<file path="config.mk">
export PLATFORM = sky130hd
export DESIGN_NAME = vcr_regs
export DESIGN_NICKNAME = d
export VERILOG_FILES = /design/src/rtl/vcr_pkg.sv /design/src/rtl/vcr_regs.sv
export VERILOG_INCLUDE_DIRS = /design/src /design/src/rtl
export SDC_FILE = /design/constraint.sdc
export NUM_CORES = 1
export LEC_CHECK = 0
export ABC_AREA = 1
export BUFFER_PORTS_ARGS = -buffer_cell sky130_fd_sc_hd__clkbuf_2
export CORE_MARGIN = 1
export CORE_UTILIZATION = 35
export DETAILED_ROUTE_END_ITERATION = 7
export SYNTH_ARGS = -nofsm -noshare
export SYNTH_HDL_FRONTEND = slang
export SYNTH_SLANG_ARGS = --single-unit
</file>
<file path="constraint.sdc">
create_clock -name i_clock -period 1.8 [get_ports i_clock]
set_input_delay 0.36 -clock i_clock [delete_from_list [all_inputs] [get_ports i_clock]]
set_output_delay 0.36 -clock i_clock [all_outputs]
set_load 0.01 [all_outputs]
</file>
<file path="src/rtl/vcr_defines.svh">
// Purpose: register indexes, reset values, masks and trigger codes
//          for the video converter output and calibration register bank
// Assumes: 8-bit register index and 8-bit data on the configuration port
// Notes: reserved bits of masked registers read as zero; coarse gain registers keep their upper bits
`ifndef VCR_DEFINES_SVH
`define VCR_DEFINES_SVH

// register indexes
`define VCR_IDX_OUTPUT_SELECT 8'h2c
`define VCR_IDX_AUX_PLL_RESET 8'h2d
`define VCR_IDX_CONVERTER_CTRL 8'h30
`define VCR_IDX_RED_COARSE 8'h31
`define VCR_IDX_GREEN_COARSE 8'h32
`define VCR_IDX_BLUE_COARSE 8'h33
`define VCR_IDX_RED_FINE 8'h34
`define VCR_IDX_GREEN_FINE 8'h35
`define VCR_IDX_BLUE_FINE 8'h36
`define VCR_IDX_RETURN_CLOCK 8'h37
`define VCR_IDX_RED_COMP 8'h38
`define VCR_IDX_GREEN_COMP 8'h39
`define VCR_IDX_BLUE_COMP 8'h3a
`define VCR_IDX_CAL_ONE 8'h3b
`define VCR_IDX_CAL_TWO 8'h3c

// reset values
`define VCR_RST_OUTPUT_SELECT 8'h41
`define VCR_RST_CONVERTER_CTRL 8'h20
`define VCR_RST_COARSE 8'h20
`define VCR_RST_FINE 8'h20
`define VCR_RST_RETURN_CLOCK 8'hc0
`define VCR_RST_COMP 8'h77
`define VCR_RST_CAL_ONE 8'h2d
`define VCR_RST_CAL_TWO 8'ha5

// writable bit masks, reserved bits held at zero
`define VCR_MASK_OUTPUT_SELECT 8'hf7
`define VCR_MASK_RETURN_CLOCK 8'hef
`define VCR_MASK_CAL_ONE 8'h7f
`define VCR_MASK_FULL 8'hff

// PLL reset trigger nibbles
`define VCR_MCLK_TRIGGER 4'h5
`define VCR_PANEL_TRIGGER 4'ha

// field positions
`define VCR_OSEL_HIGH_DRIVE 7
`define VCR_OSEL_OSC_ENABLE 6
`define VCR_OSEL_OSC_SRC_HI 5
`define VCR_OSEL_OSC_SRC_LO 4
`define VCR_OSEL_REF_SEL 2
`define VCR_CC_OUT_ENABLE 7
`define VCR_CC_CAPTURE_SEL 6
`define VCR_CC_INVERT 5
`define VCR_CC_FORCE_OFF 4
`define VCR_CC_CLAMP_POL 3
`define VCR_CC_CLAMP_SEL 2
`define VCR_CC_VIDEO_AMP_DISABLE 1
`define VCR_CC_FINE_ADJUST_DISABLE 0
`define VCR_RC_INVERT 7
`define VCR_RC_CAL_ACCESS 3
`define VCR_C1_DATA_DELAY 6

`endif

</file>
<file path="src/rtl/vcr_pkg.sv">
// Purpose: types for the video converter register bank
// Assumes: constants come from vcr_defines.svh
// Notes: the whole module state is one packed struct
package vcr_pkg;
    typedef logic [7:0] vcr_byte_t;

    // all state of the register bank
    typedef struct packed {
        vcr_byte_t output_select;
        vcr_byte_t converter_control;
        vcr_byte_t red_coarse;
        vcr_byte_t green_coarse;
        vcr_byte_t blue_coarse;
        vcr_byte_t red_fine;
        vcr_byte_t green_fine;
        vcr_byte_t blue_fine;
        vcr_byte_t return_clock;
        vcr_byte_t red_comp;
        vcr_byte_t green_comp;
        vcr_byte_t blue_comp;
        vcr_byte_t cal_one;
        vcr_byte_t cal_two;
        vcr_byte_t rdata;
        logic osc_pin;
        logic lock_status;
        logic ref_status;
        logic out_enable;
        logic mclk_reset;
        logic panel_reset;
    } vcr_state_t;
endpackage

</file>
<file path="src/rtl/vcr_regs.sv">
// Purpose: output, clamp, gain, delay and calibration register bank
// Assumes: host port presents index and data with one-cycle strobes
// Notes: all outputs are flip-flops; PLL reload is a one-cycle pulse
`timescale 1ns/1ps
`include "vcr_defines.svh"

module vcr_regs (
    input wire logic i_clock,
    input wire logic i_reset,
    input wire logic i_wr_en,
    input wire logic i_rd_en,
    input wire vcr_pkg::vcr_byte_t i_index,
    input wire vcr_pkg::vcr_byte_t i_wdata,
    input wire logic [3:0] i_osc_sources,
    input wire logic [3:0] i_lock_status,
    input wire logic [1:0] i_ref_status,
    output vcr_pkg::vcr_byte_t o_rdata,
    output logic o_oscillator_output_pin,
    output logic o_reported_lock_status,
    output logic o_reported_reference_status,
    output logic o_high_drive,
    output logic o_converter_out_enable,
    output logic o_converter_buffers_off,
    output logic o_converter_invert,
    output logic o_capture_select,
    output logic o_clamp_polarity,
    output logic o_clamp_source_external,
    output logic o_video_amp_disable,
    output logic o_fine_adjust_disable,
    output logic [1:0] o_red_coarse_gain,
    output logic [1:0] o_green_coarse_gain,
    output logic [1:0] o_blue_coarse_gain,
    output vcr_pkg::vcr_byte_t o_red_top_reference_voltage,
    output vcr_pkg::vcr_byte_t o_green_top_reference_voltage,
    output vcr_pkg::vcr_byte_t o_blue_top_reference_voltage,
    output logic o_returned_clock_invert,
    output logic [1:0] o_returned_clock_delay,
    output logic o_cal_access,
    output logic o_gp_output_one_select,
    output logic o_gp_output_two_select,
    output logic o_gp_output_three_select,
    output vcr_pkg::vcr_byte_t o_red_comparator_offset,
    output vcr_pkg::vcr_byte_t o_green_comparator_offset,
    output vcr_pkg::vcr_byte_t o_blue_comparator_offset,
    output logic [2:0] o_colour_data_delay,
    output logic [2:0] o_green_clock_delay,
    output logic [2:0] o_red_clock_delay,
    output logic [2:0] o_blue_clock_delay,
    output logic [2:0] o_bandgap_cal,
    output logic o_mclk_pll_reset,
    output logic o_panel_clock_pll_reset
);
    import vcr_pkg::*;

    vcr_state_t state_q;
    vcr_state_t state_d;

    // =========================================================
    // helpers
    // =========================================================
    // masked write merge, reserved bits stay zero
    function automatic vcr_byte_t write_field(input vcr_byte_t data, input vcr_byte_t mask);
        write_field = data & mask;
    endfunction

    // calibration registers answer only while access is opened
    function automatic logic cal_index(input vcr_byte_t idx);
        cal_index = (idx == `VCR_IDX_CAL_ONE) || (idx == `VCR_IDX_CAL_TWO);
    endfunction

    // =========================================================
    // next state
    // =========================================================
    always_comb begin
        logic cal_open;
        logic hit;
        cal_open = 1'b0;
        hit = 1'b0;
        state_d = state_q;
        cal_open = state_q.return_clock[`VCR_RC_CAL_ACCESS];
        hit = i_wr_en && (!cal_index(i_index) || cal_open);
        state_d.mclk_reset = 1'b0;
        state_d.panel_reset = 1'b0;
        // register writes; unmapped indexes are ignored
        if (hit) begin
            if (i_index == `VCR_IDX_OUTPUT_SELECT) begin
                state_d.output_select = write_field(i_wdata, `VCR_MASK_OUTPUT_SELECT);
            end else if (i_index == `VCR_IDX_AUX_PLL_RESET) begin
                // nibbles are independent triggers, nothing is stored
                state_d.mclk_reset = (i_wdata[7:4] == `VCR_MCLK_TRIGGER);
                state_d.panel_reset = (i_wdata[3:0] == `VCR_PANEL_TRIGGER);
            end else if (i_index == `VCR_IDX_CONVERTER_CTRL) begin
                state_d.converter_control = i_wdata;
            end else if (i_index == `VCR_IDX_RED_COARSE) begin
                state_d.red_coarse = i_wdata;
            end else if (i_index == `VCR_IDX_GREEN_COARSE) begin
                state_d.green_coarse = i_wdata;
            end else if (i_index == `VCR_IDX_BLUE_COARSE) begin
                state_d.blue_coarse = i_wdata;
            end else if (i_index == `VCR_IDX_RED_FINE) begin
                state_d.red_fine = i_wdata;
            end else if (i_index == `VCR_IDX_GREEN_FINE) begin
                state_d.green_fine = i_wdata;
            end else if (i_index == `VCR_IDX_BLUE_FINE) begin
                state_d.blue_fine = i_wdata;
            end else if (i_index == `VCR_IDX_RETURN_CLOCK) begin
                state_d.return_clock = write_field(i_wdata, `VCR_MASK_RETURN_CLOCK);
            end else if (i_index == `VCR_IDX_RED_COMP) begin
                state_d.red_comp = i_wdata;
            end else if (i_index == `VCR_IDX_GREEN_COMP) begin
                state_d.green_comp = i_wdata;
            end else if (i_index == `VCR_IDX_BLUE_COMP) begin
                state_d.blue_comp = i_wdata;
            end else if (i_index == `VCR_IDX_CAL_ONE) begin
                state_d.cal_one = write_field(i_wdata, `VCR_MASK_CAL_ONE);
            end else if (i_index == `VCR_IDX_CAL_TWO) begin
                state_d.cal_two = write_field(i_wdata, `VCR_MASK_FULL);
            end
        end
        // read data, registered one cycle after the strobe
        if (i_rd_en) begin
            if (cal_index(i_index) && !cal_open) begin
                state_d.rdata = 8'h00;
            end else if (i_index == `VCR_IDX_OUTPUT_SELECT) begin
                state_d.rdata = state_q.output_select;
            end else if (i_index == `VCR_IDX_AUX_PLL_RESET) begin
                state_d.rdata = 8'h00;
            end else if (i_index == `VCR_IDX_CONVERTER_CTRL) begin
                state_d.rdata = state_q.converter_control;
            end else if (i_index == `VCR_IDX_RED_COARSE) begin
                state_d.rdata = state_q.red_coarse;
            end else if (i_index == `VCR_IDX_GREEN_COARSE) begin
                state_d.rdata = state_q.green_coarse;
            end else if (i_index == `VCR_IDX_BLUE_COARSE) begin
                state_d.rdata = state_q.blue_coarse;
            end else if (i_index == `VCR_IDX_RED_FINE) begin
                state_d.rdata = state_q.red_fine;
            end else if (i_index == `VCR_IDX_GREEN_FINE) begin
                state_d.rdata = state_q.green_fine;
            end else if (i_index == `VCR_IDX_BLUE_FINE) begin
                state_d.rdata = state_q.blue_fine;
            end else if (i_index == `VCR_IDX_RETURN_CLOCK) begin
                state_d.rdata = state_q.return_clock;
            end else if (i_index == `VCR_IDX_RED_COMP) begin
                state_d.rdata = state_q.red_comp;
            end else if (i_index == `VCR_IDX_GREEN_COMP) begin
                state_d.rdata = state_q.green_comp;
            end else if (i_index == `VCR_IDX_BLUE_COMP) begin
                state_d.rdata = state_q.blue_comp;
            end else if (i_index == `VCR_IDX_CAL_ONE) begin
                state_d.rdata = state_q.cal_one;
            end else if (i_index == `VCR_IDX_CAL_TWO) begin
                state_d.rdata = state_q.cal_two;
            end else begin
                state_d.rdata = 8'h00;
            end
        end
        // muxed pins follow the stored selects, one cycle behind
        state_d.osc_pin = state_q.output_select[`VCR_OSEL_OSC_ENABLE] &&
            i_osc_sources[state_q.output_select[`VCR_OSEL_OSC_SRC_HI:`VCR_OSEL_OSC_SRC_LO]];
        state_d.lock_status = i_lock_status[state_q.output_select[1:0]];
        state_d.ref_status = i_ref_status[state_q.output_select[`VCR_OSEL_REF_SEL]];
        // force off beats the enable, but the enable only drops one cycle after force off is stored
        state_d.out_enable = state_q.converter_control[`VCR_CC_OUT_ENABLE] &&
            !state_q.converter_control[`VCR_CC_FORCE_OFF];
        if (i_reset) begin
            state_d = '0;
            state_d.output_select = `VCR_RST_OUTPUT_SELECT;
            state_d.converter_control = `VCR_RST_CONVERTER_CTRL;
            state_d.red_coarse = `VCR_RST_COARSE;
            state_d.green_coarse = `VCR_RST_COARSE;
            state_d.blue_coarse = `VCR_RST_COARSE;
            state_d.red_fine = `VCR_RST_FINE;
            state_d.green_fine = `VCR_RST_FINE;
            state_d.blue_fine = `VCR_RST_FINE;
            state_d.return_clock = `VCR_RST_RETURN_CLOCK;
            state_d.red_comp = `VCR_RST_COMP;
            state_d.green_comp = `VCR_RST_COMP;
            state_d.blue_comp = `VCR_RST_COMP;
            state_d.cal_one = `VCR_RST_CAL_ONE;
            state_d.cal_two = `VCR_RST_CAL_TWO;
        end
    end

    // =========================================================
    // state register
    // =========================================================
    always_ff @(posedge i_clock) begin
        state_q <= state_d;
    end

    // =========================================================
    // outputs, all slices of the state flops
    // =========================================================
    assign o_rdata = state_q.rdata;
    assign o_oscillator_output_pin = state_q.osc_pin;
    assign o_reported_lock_status = state_q.lock_status;
    assign o_reported_reference_status = state_q.ref_status;
    assign o_high_drive = state_q.output_select[`VCR_OSEL_HIGH_DRIVE];
    assign o_converter_out_enable = state_q.out_enable;
    assign o_converter_buffers_off = state_q.converter_control[`VCR_CC_FORCE_OFF];
    assign o_converter_invert = state_q.converter_control[`VCR_CC_INVERT];
    assign o_capture_select = state_q.converter_control[`VCR_CC_CAPTURE_SEL];
    assign o_clamp_polarity = state_q.converter_control[`VCR_CC_CLAMP_POL];
    assign o_clamp_source_external = state_q.converter_control[`VCR_CC_CLAMP_SEL];
    assign o_video_amp_disable = state_q.converter_control[`VCR_CC_VIDEO_AMP_DISABLE];
    assign o_fine_adjust_disable = state_q.converter_control[`VCR_CC_FINE_ADJUST_DISABLE];
    // coarse gain, reserved upper bits kept but unused
    assign o_red_coarse_gain = state_q.red_coarse[1:0];
    assign o_green_coarse_gain = state_q.green_coarse[1:0];
    assign o_blue_coarse_gain = state_q.blue_coarse[1:0];
    assign o_red_top_reference_voltage = state_q.red_fine;
    assign o_green_top_reference_voltage = state_q.green_fine;
    assign o_blue_top_reference_voltage = state_q.blue_fine;
    // returned clock and general-purpose selects
    assign o_returned_clock_invert = state_q.return_clock[`VCR_RC_INVERT];
    assign o_returned_clock_delay = state_q.return_clock[6:5];
    assign o_cal_access = state_q.return_clock[`VCR_RC_CAL_ACCESS];
    assign o_gp_output_one_select = state_q.return_clock[0];
    assign o_gp_output_two_select = state_q.return_clock[1];
    assign o_gp_output_three_select = state_q.return_clock[2];
    assign o_red_comparator_offset = state_q.red_comp;
    assign o_green_comparator_offset = state_q.green_comp;
    assign o_blue_comparator_offset = state_q.blue_comp;
    // delay field split over two registers, msbs in the second
    assign o_colour_data_delay = {state_q.cal_two[4:3],
        state_q.cal_one[`VCR_C1_DATA_DELAY]};
    assign o_green_clock_delay = state_q.cal_one[5:3];
    assign o_red_clock_delay = state_q.cal_one[2:0];
    assign o_blue_clock_delay = state_q.cal_two[2:0];
    assign o_bandgap_cal = state_q.cal_two[7:5];
    assign o_mclk_pll_reset = state_q.mclk_reset;
    assign o_panel_clock_pll_reset = state_q.panel_reset;
endmodule

</file>
==> flow_summary_export.csv <==
group,metric,value,unit
cts,tritoncts,"yes",
cells_and_area,drive_gt1_frac,0.344,
setup_path,r2r_start,"o_blue_clock_delay[0]$_SDFFE_PP1P_",
routing,m1WireLength,9.76,mm
power,vdd_drop_max,0.000653,V
routing,drt_iter0_drc,512,
sta,rsz0062_at_grt,"true",
hold_path,hold_path_depth,3,
logic_synthesis,yosysUniqueCellTypes,38,
placed_design,numPortBuffers,127,
grt,antenna_found_initial,0,
routing,routed_wl,21.2,mm
sta,worst-slew-pin-transition,500,ps
cells_and_area,antenna_cells,0,
logic_synthesis,syn_area,6220,sq um
placed_design,hpwl,15.8,mm
sta,finalHoldViolations,0,
sta,fin_skew,8.99,ps
status,outcome,"completed",
setup_path,r2r-end,"o_rdata[0]$_SDFFE_PP0P_",
power,p_int,5.31,mW
cts,cts.sinks,123,
grt,grt_max_degree,49,
cts,clock_path_buffers,2,
routing,drc_errors,0,
routing,dr_wl_met3,1.50,mm
floorplan,num_rows,48,
routing,vias_per_cell,5.01,
grt,first_global_vias,5676,
setup_path,path_class,"input pin to flop",
setup_path,ff2ff_path_depth,10,
power,clkPwrFrac,0.540,
setup_path,cp-end-kind,"flop",
floorplan,start_util,0.359,
logic_synthesis,syn_avg_cell_area,7.43,sq um
setup_path,r2r_slack,260,ps
cells_and_area,instances_no_fill,1214,
logic_synthesis,yosysWarningCount,0,
sta,tns,0,ps
routing,wl_per_cell,17.4,um
routing,dr_total_vias,6078,
placed_design,dp_cells,1178,
logic_synthesis,ys_seq_elements,123,
cts,clock-root-buffer,"clkbuf_16",
floorplan,core-area,17300,sq um
power,pwr_density_cell,859,nW/um^2
sta,max_slew_margin,0.666,
grt,grt_pass1_wl,32.3,mm
cells_and_area,layout.nets,1007,
setup_path,required,2110,ps
sta,setup_violations,0,
logic_synthesis,seq_area_frac_synth,0.396,
power,p_comb_frac,0.062,
grt,overflow,0,
setup_path,arrival,2050,ps
sta,fin_crit_sh,0.969,
logic_synthesis,syn_nets,867,
cells_and_area,area_growth_syn_to_layout,29.0,%
cts,clock_latency,430,ps
hold_path,worstHoldEndpoint,"o_reported_reference_status$_SDFF_PP0_",
hold_path,min-delay-start,"i_ref_status[1]",
setup_path,startpoint_type,"input pin",
job,drv_cap,0,
cells_and_area,fill_cells,1757,
sta,drv_slew,0,
cts,clkTransAtPathRegs,60,ps
sta,period_minus_slack,1740,ps
hold_path,min_path_type,"input pin to flop",
floorplan,ioPinCount,128,
routing,dr.pass1.iters,5,
cts,cts_made_buffers,17,
routing,postRouteAntennaNets,0,
floorplan,die_w,135,um
placed_design,gp_congestion,0.942,
setup_path,critical_path.max_fanout,5,
floorplan,die_h,135,um
power,sequentialPowerShare,0.398,
power,switching_share,0.230,
sta,max_freq,0.574,GHz
power,leakage,3.72,nW
routing,routed.top_layer,"met4",
floorplan,dieArea,18300,sq um
power,power.switching,1.59,mW
grt,grt_use_total,0.239,
logic_synthesis,synthCells,837,
cts,cts_htree_levels,4,
routing,routed-wl-met2,9.21,mm
sta,holdWs,155,ps
==> flip-flops by register name, summed over array words and instances (netlist names), 2 cells and up <==
signal,count
state_q,25
o_blue_comparator_offset,8
o_blue_top_reference_voltage,8
o_green_comparator_offset,8
o_green_top_reference_voltage,8
o_rdata,8
o_red_comparator_offset,8
o_red_top_reference_voltage,8
o_bandgap_cal,3
o_blue_clock_delay,3
o_colour_data_delay,3
o_green_clock_delay,3
o_red_clock_delay,3
o_blue_coarse_gain,2
o_green_coarse_gain,2
o_red_coarse_gain,2
o_returned_clock_delay,2
==> power by group through the flow <==
stage                     clock network (mW)  logic (mW)  registers, mW
after floorplan                            0       0.177           2.80
after global placement                     0       0.403           2.80
after detailed placement                   0       0.400           2.80
after CTS                               3.76       0.410           2.74
after global routing                    3.86       0.457           2.74
final                                   3.72       0.428           2.74
==> routing by layer <==
metal | track usage | vias up
met5 | 0 | -
li1 | - | 2982
met2 | 0.360 | 265
met3 | 0.0524 | 51
met1 | 0.321 | 2780
met4 | 0.119 | 0
==> cells in the mapped netlist, drive strengths merged <==
cell type    number  area, sq um
nand3b            4         30.0
a221oi            6         52.6
buf              91          668
nand3            24          125
o211ai           38          285
o221ai            4         35.0
clkinv            4         15.0
a31oi             1         6.26
nand2           154          611
a21oi            90          462
nor2             58          315
o22ai             9         56.3
o21ai            81          405
clkbuf           14         52.6
o2111ai           1         8.76
dfxtp           123         2460
inv             105          397
dlygate4sd1       3         26.3
or2               9         56.3
a211oi            5         37.5
a32o              1         10.0
nand4             4         25.0
nor4              2         33.8
nor3              6         41.3
==> cells by family (layout without fill, tap and decap cells) <==
group / after synthesis / in the layout / share of synthesized area
DFF: 123 / 123 / 0.396
and+or+nand+nor: 261 / 262 / 0.199
AOI/OAI and AO/OA: 236 / 236 / 0.219
buffers and inverters: 217 / 368 / 0.186
==> layout by cell type, fill, tap and decap left out, types with 10 or more instances in the layout <==
master / instances
a21oi_1: 88
buf_4: 92
clkbuf_16: 17
clkbuf_2: 125
dfxtp_1: 123
inv_1: 82
inv_2: 21
nand2_1: 137
nand2_2: 13
nand3_1: 18
nor2_1: 34
nor2_2: 10
nor2_4: 13
o211ai_1: 38
o21ai_0: 70
o21ai_1: 11
==> area by class of cell <==
| class | instances | area (sq um) | share of cell area |
|---|---|---|---|
| multi-input combinational | 498 | 2720 | 0.340 |
| sequential | 123 | 2460 | 0.307 |
| timing repair buffer | 228 | 1500 | 0.187 |
| clock buffer | 21 | 470 | 0.0586 |
| inverter | 109 | 417 | 0.0519 |
| tap | 225 | 282 | 0.0351 |
| clock inverter | 10 | 165 | 0.0206 |
==> per-stage QoR <==
stage | instance area [sq um] | power [mW] | util | setup slack (ps)
finish | 8020 | 6.89 | 0.464 | 56.5
global route | 8020 | 7.06 | 0.464 | -57.3
CTS | 7910 | 6.91 | 0.457 | 5.64
detailed placement | 7240 | 3.20 | 0.418 | -537
global placement | 7240 | 3.20 | 0.418 | -567
floorplan | 6240 | 2.98 | - | 5.21
==> worst max-delay path, stage by stage <==
cell and delay (ps):
clkbuf_2 90, inv_1 80, nand2_4 90, nor2_8 150
nand2_2 70, buf_4 160, or2_2 270, nand3_1 110
nand3_1 90, nand2_2 90, nand3_2 80, nand2_1 60
nand2_1 80, nand2_2 80, nand2_1 50, nand2_1 60
a21oi_1 60
==> what timing repair did <==
item / in CTS / in global routing
setup endpoints to repair: 3 / 39
endpoints found under the hold margin: 0 / 0
gates resized for setup: 3 / 36
cloned: 1 / 0
buffers inserted: 3 / 1
hold buffers: 0 / 0
pin swaps: 1 / 7
==> worst max-delay path by stage <==
stage / from / end / cells past startpoint
finish: i_index[6] / o_rdata[2]$_SDFFE_PP0P_ / 17
global route: i_index[6] / o_rdata[2]$_SDFFE_PP0P_ / 17
CTS: i_index[2] / o_rdata[0]$_SDFFE_PP0P_ / 15
detailed placement: i_index[6] / o_rdata[0]$_SDFFE_PP0P_ / 15
global placement: i_index[6] / o_rdata[0]$_SDFFE_PP0P_ / 15
floorplan: i_index[1] / o_green_top_reference_voltage[6]$_SDFFE_PP0P_ / 13
No activity file was read; power rests on OpenSTA's default activity.
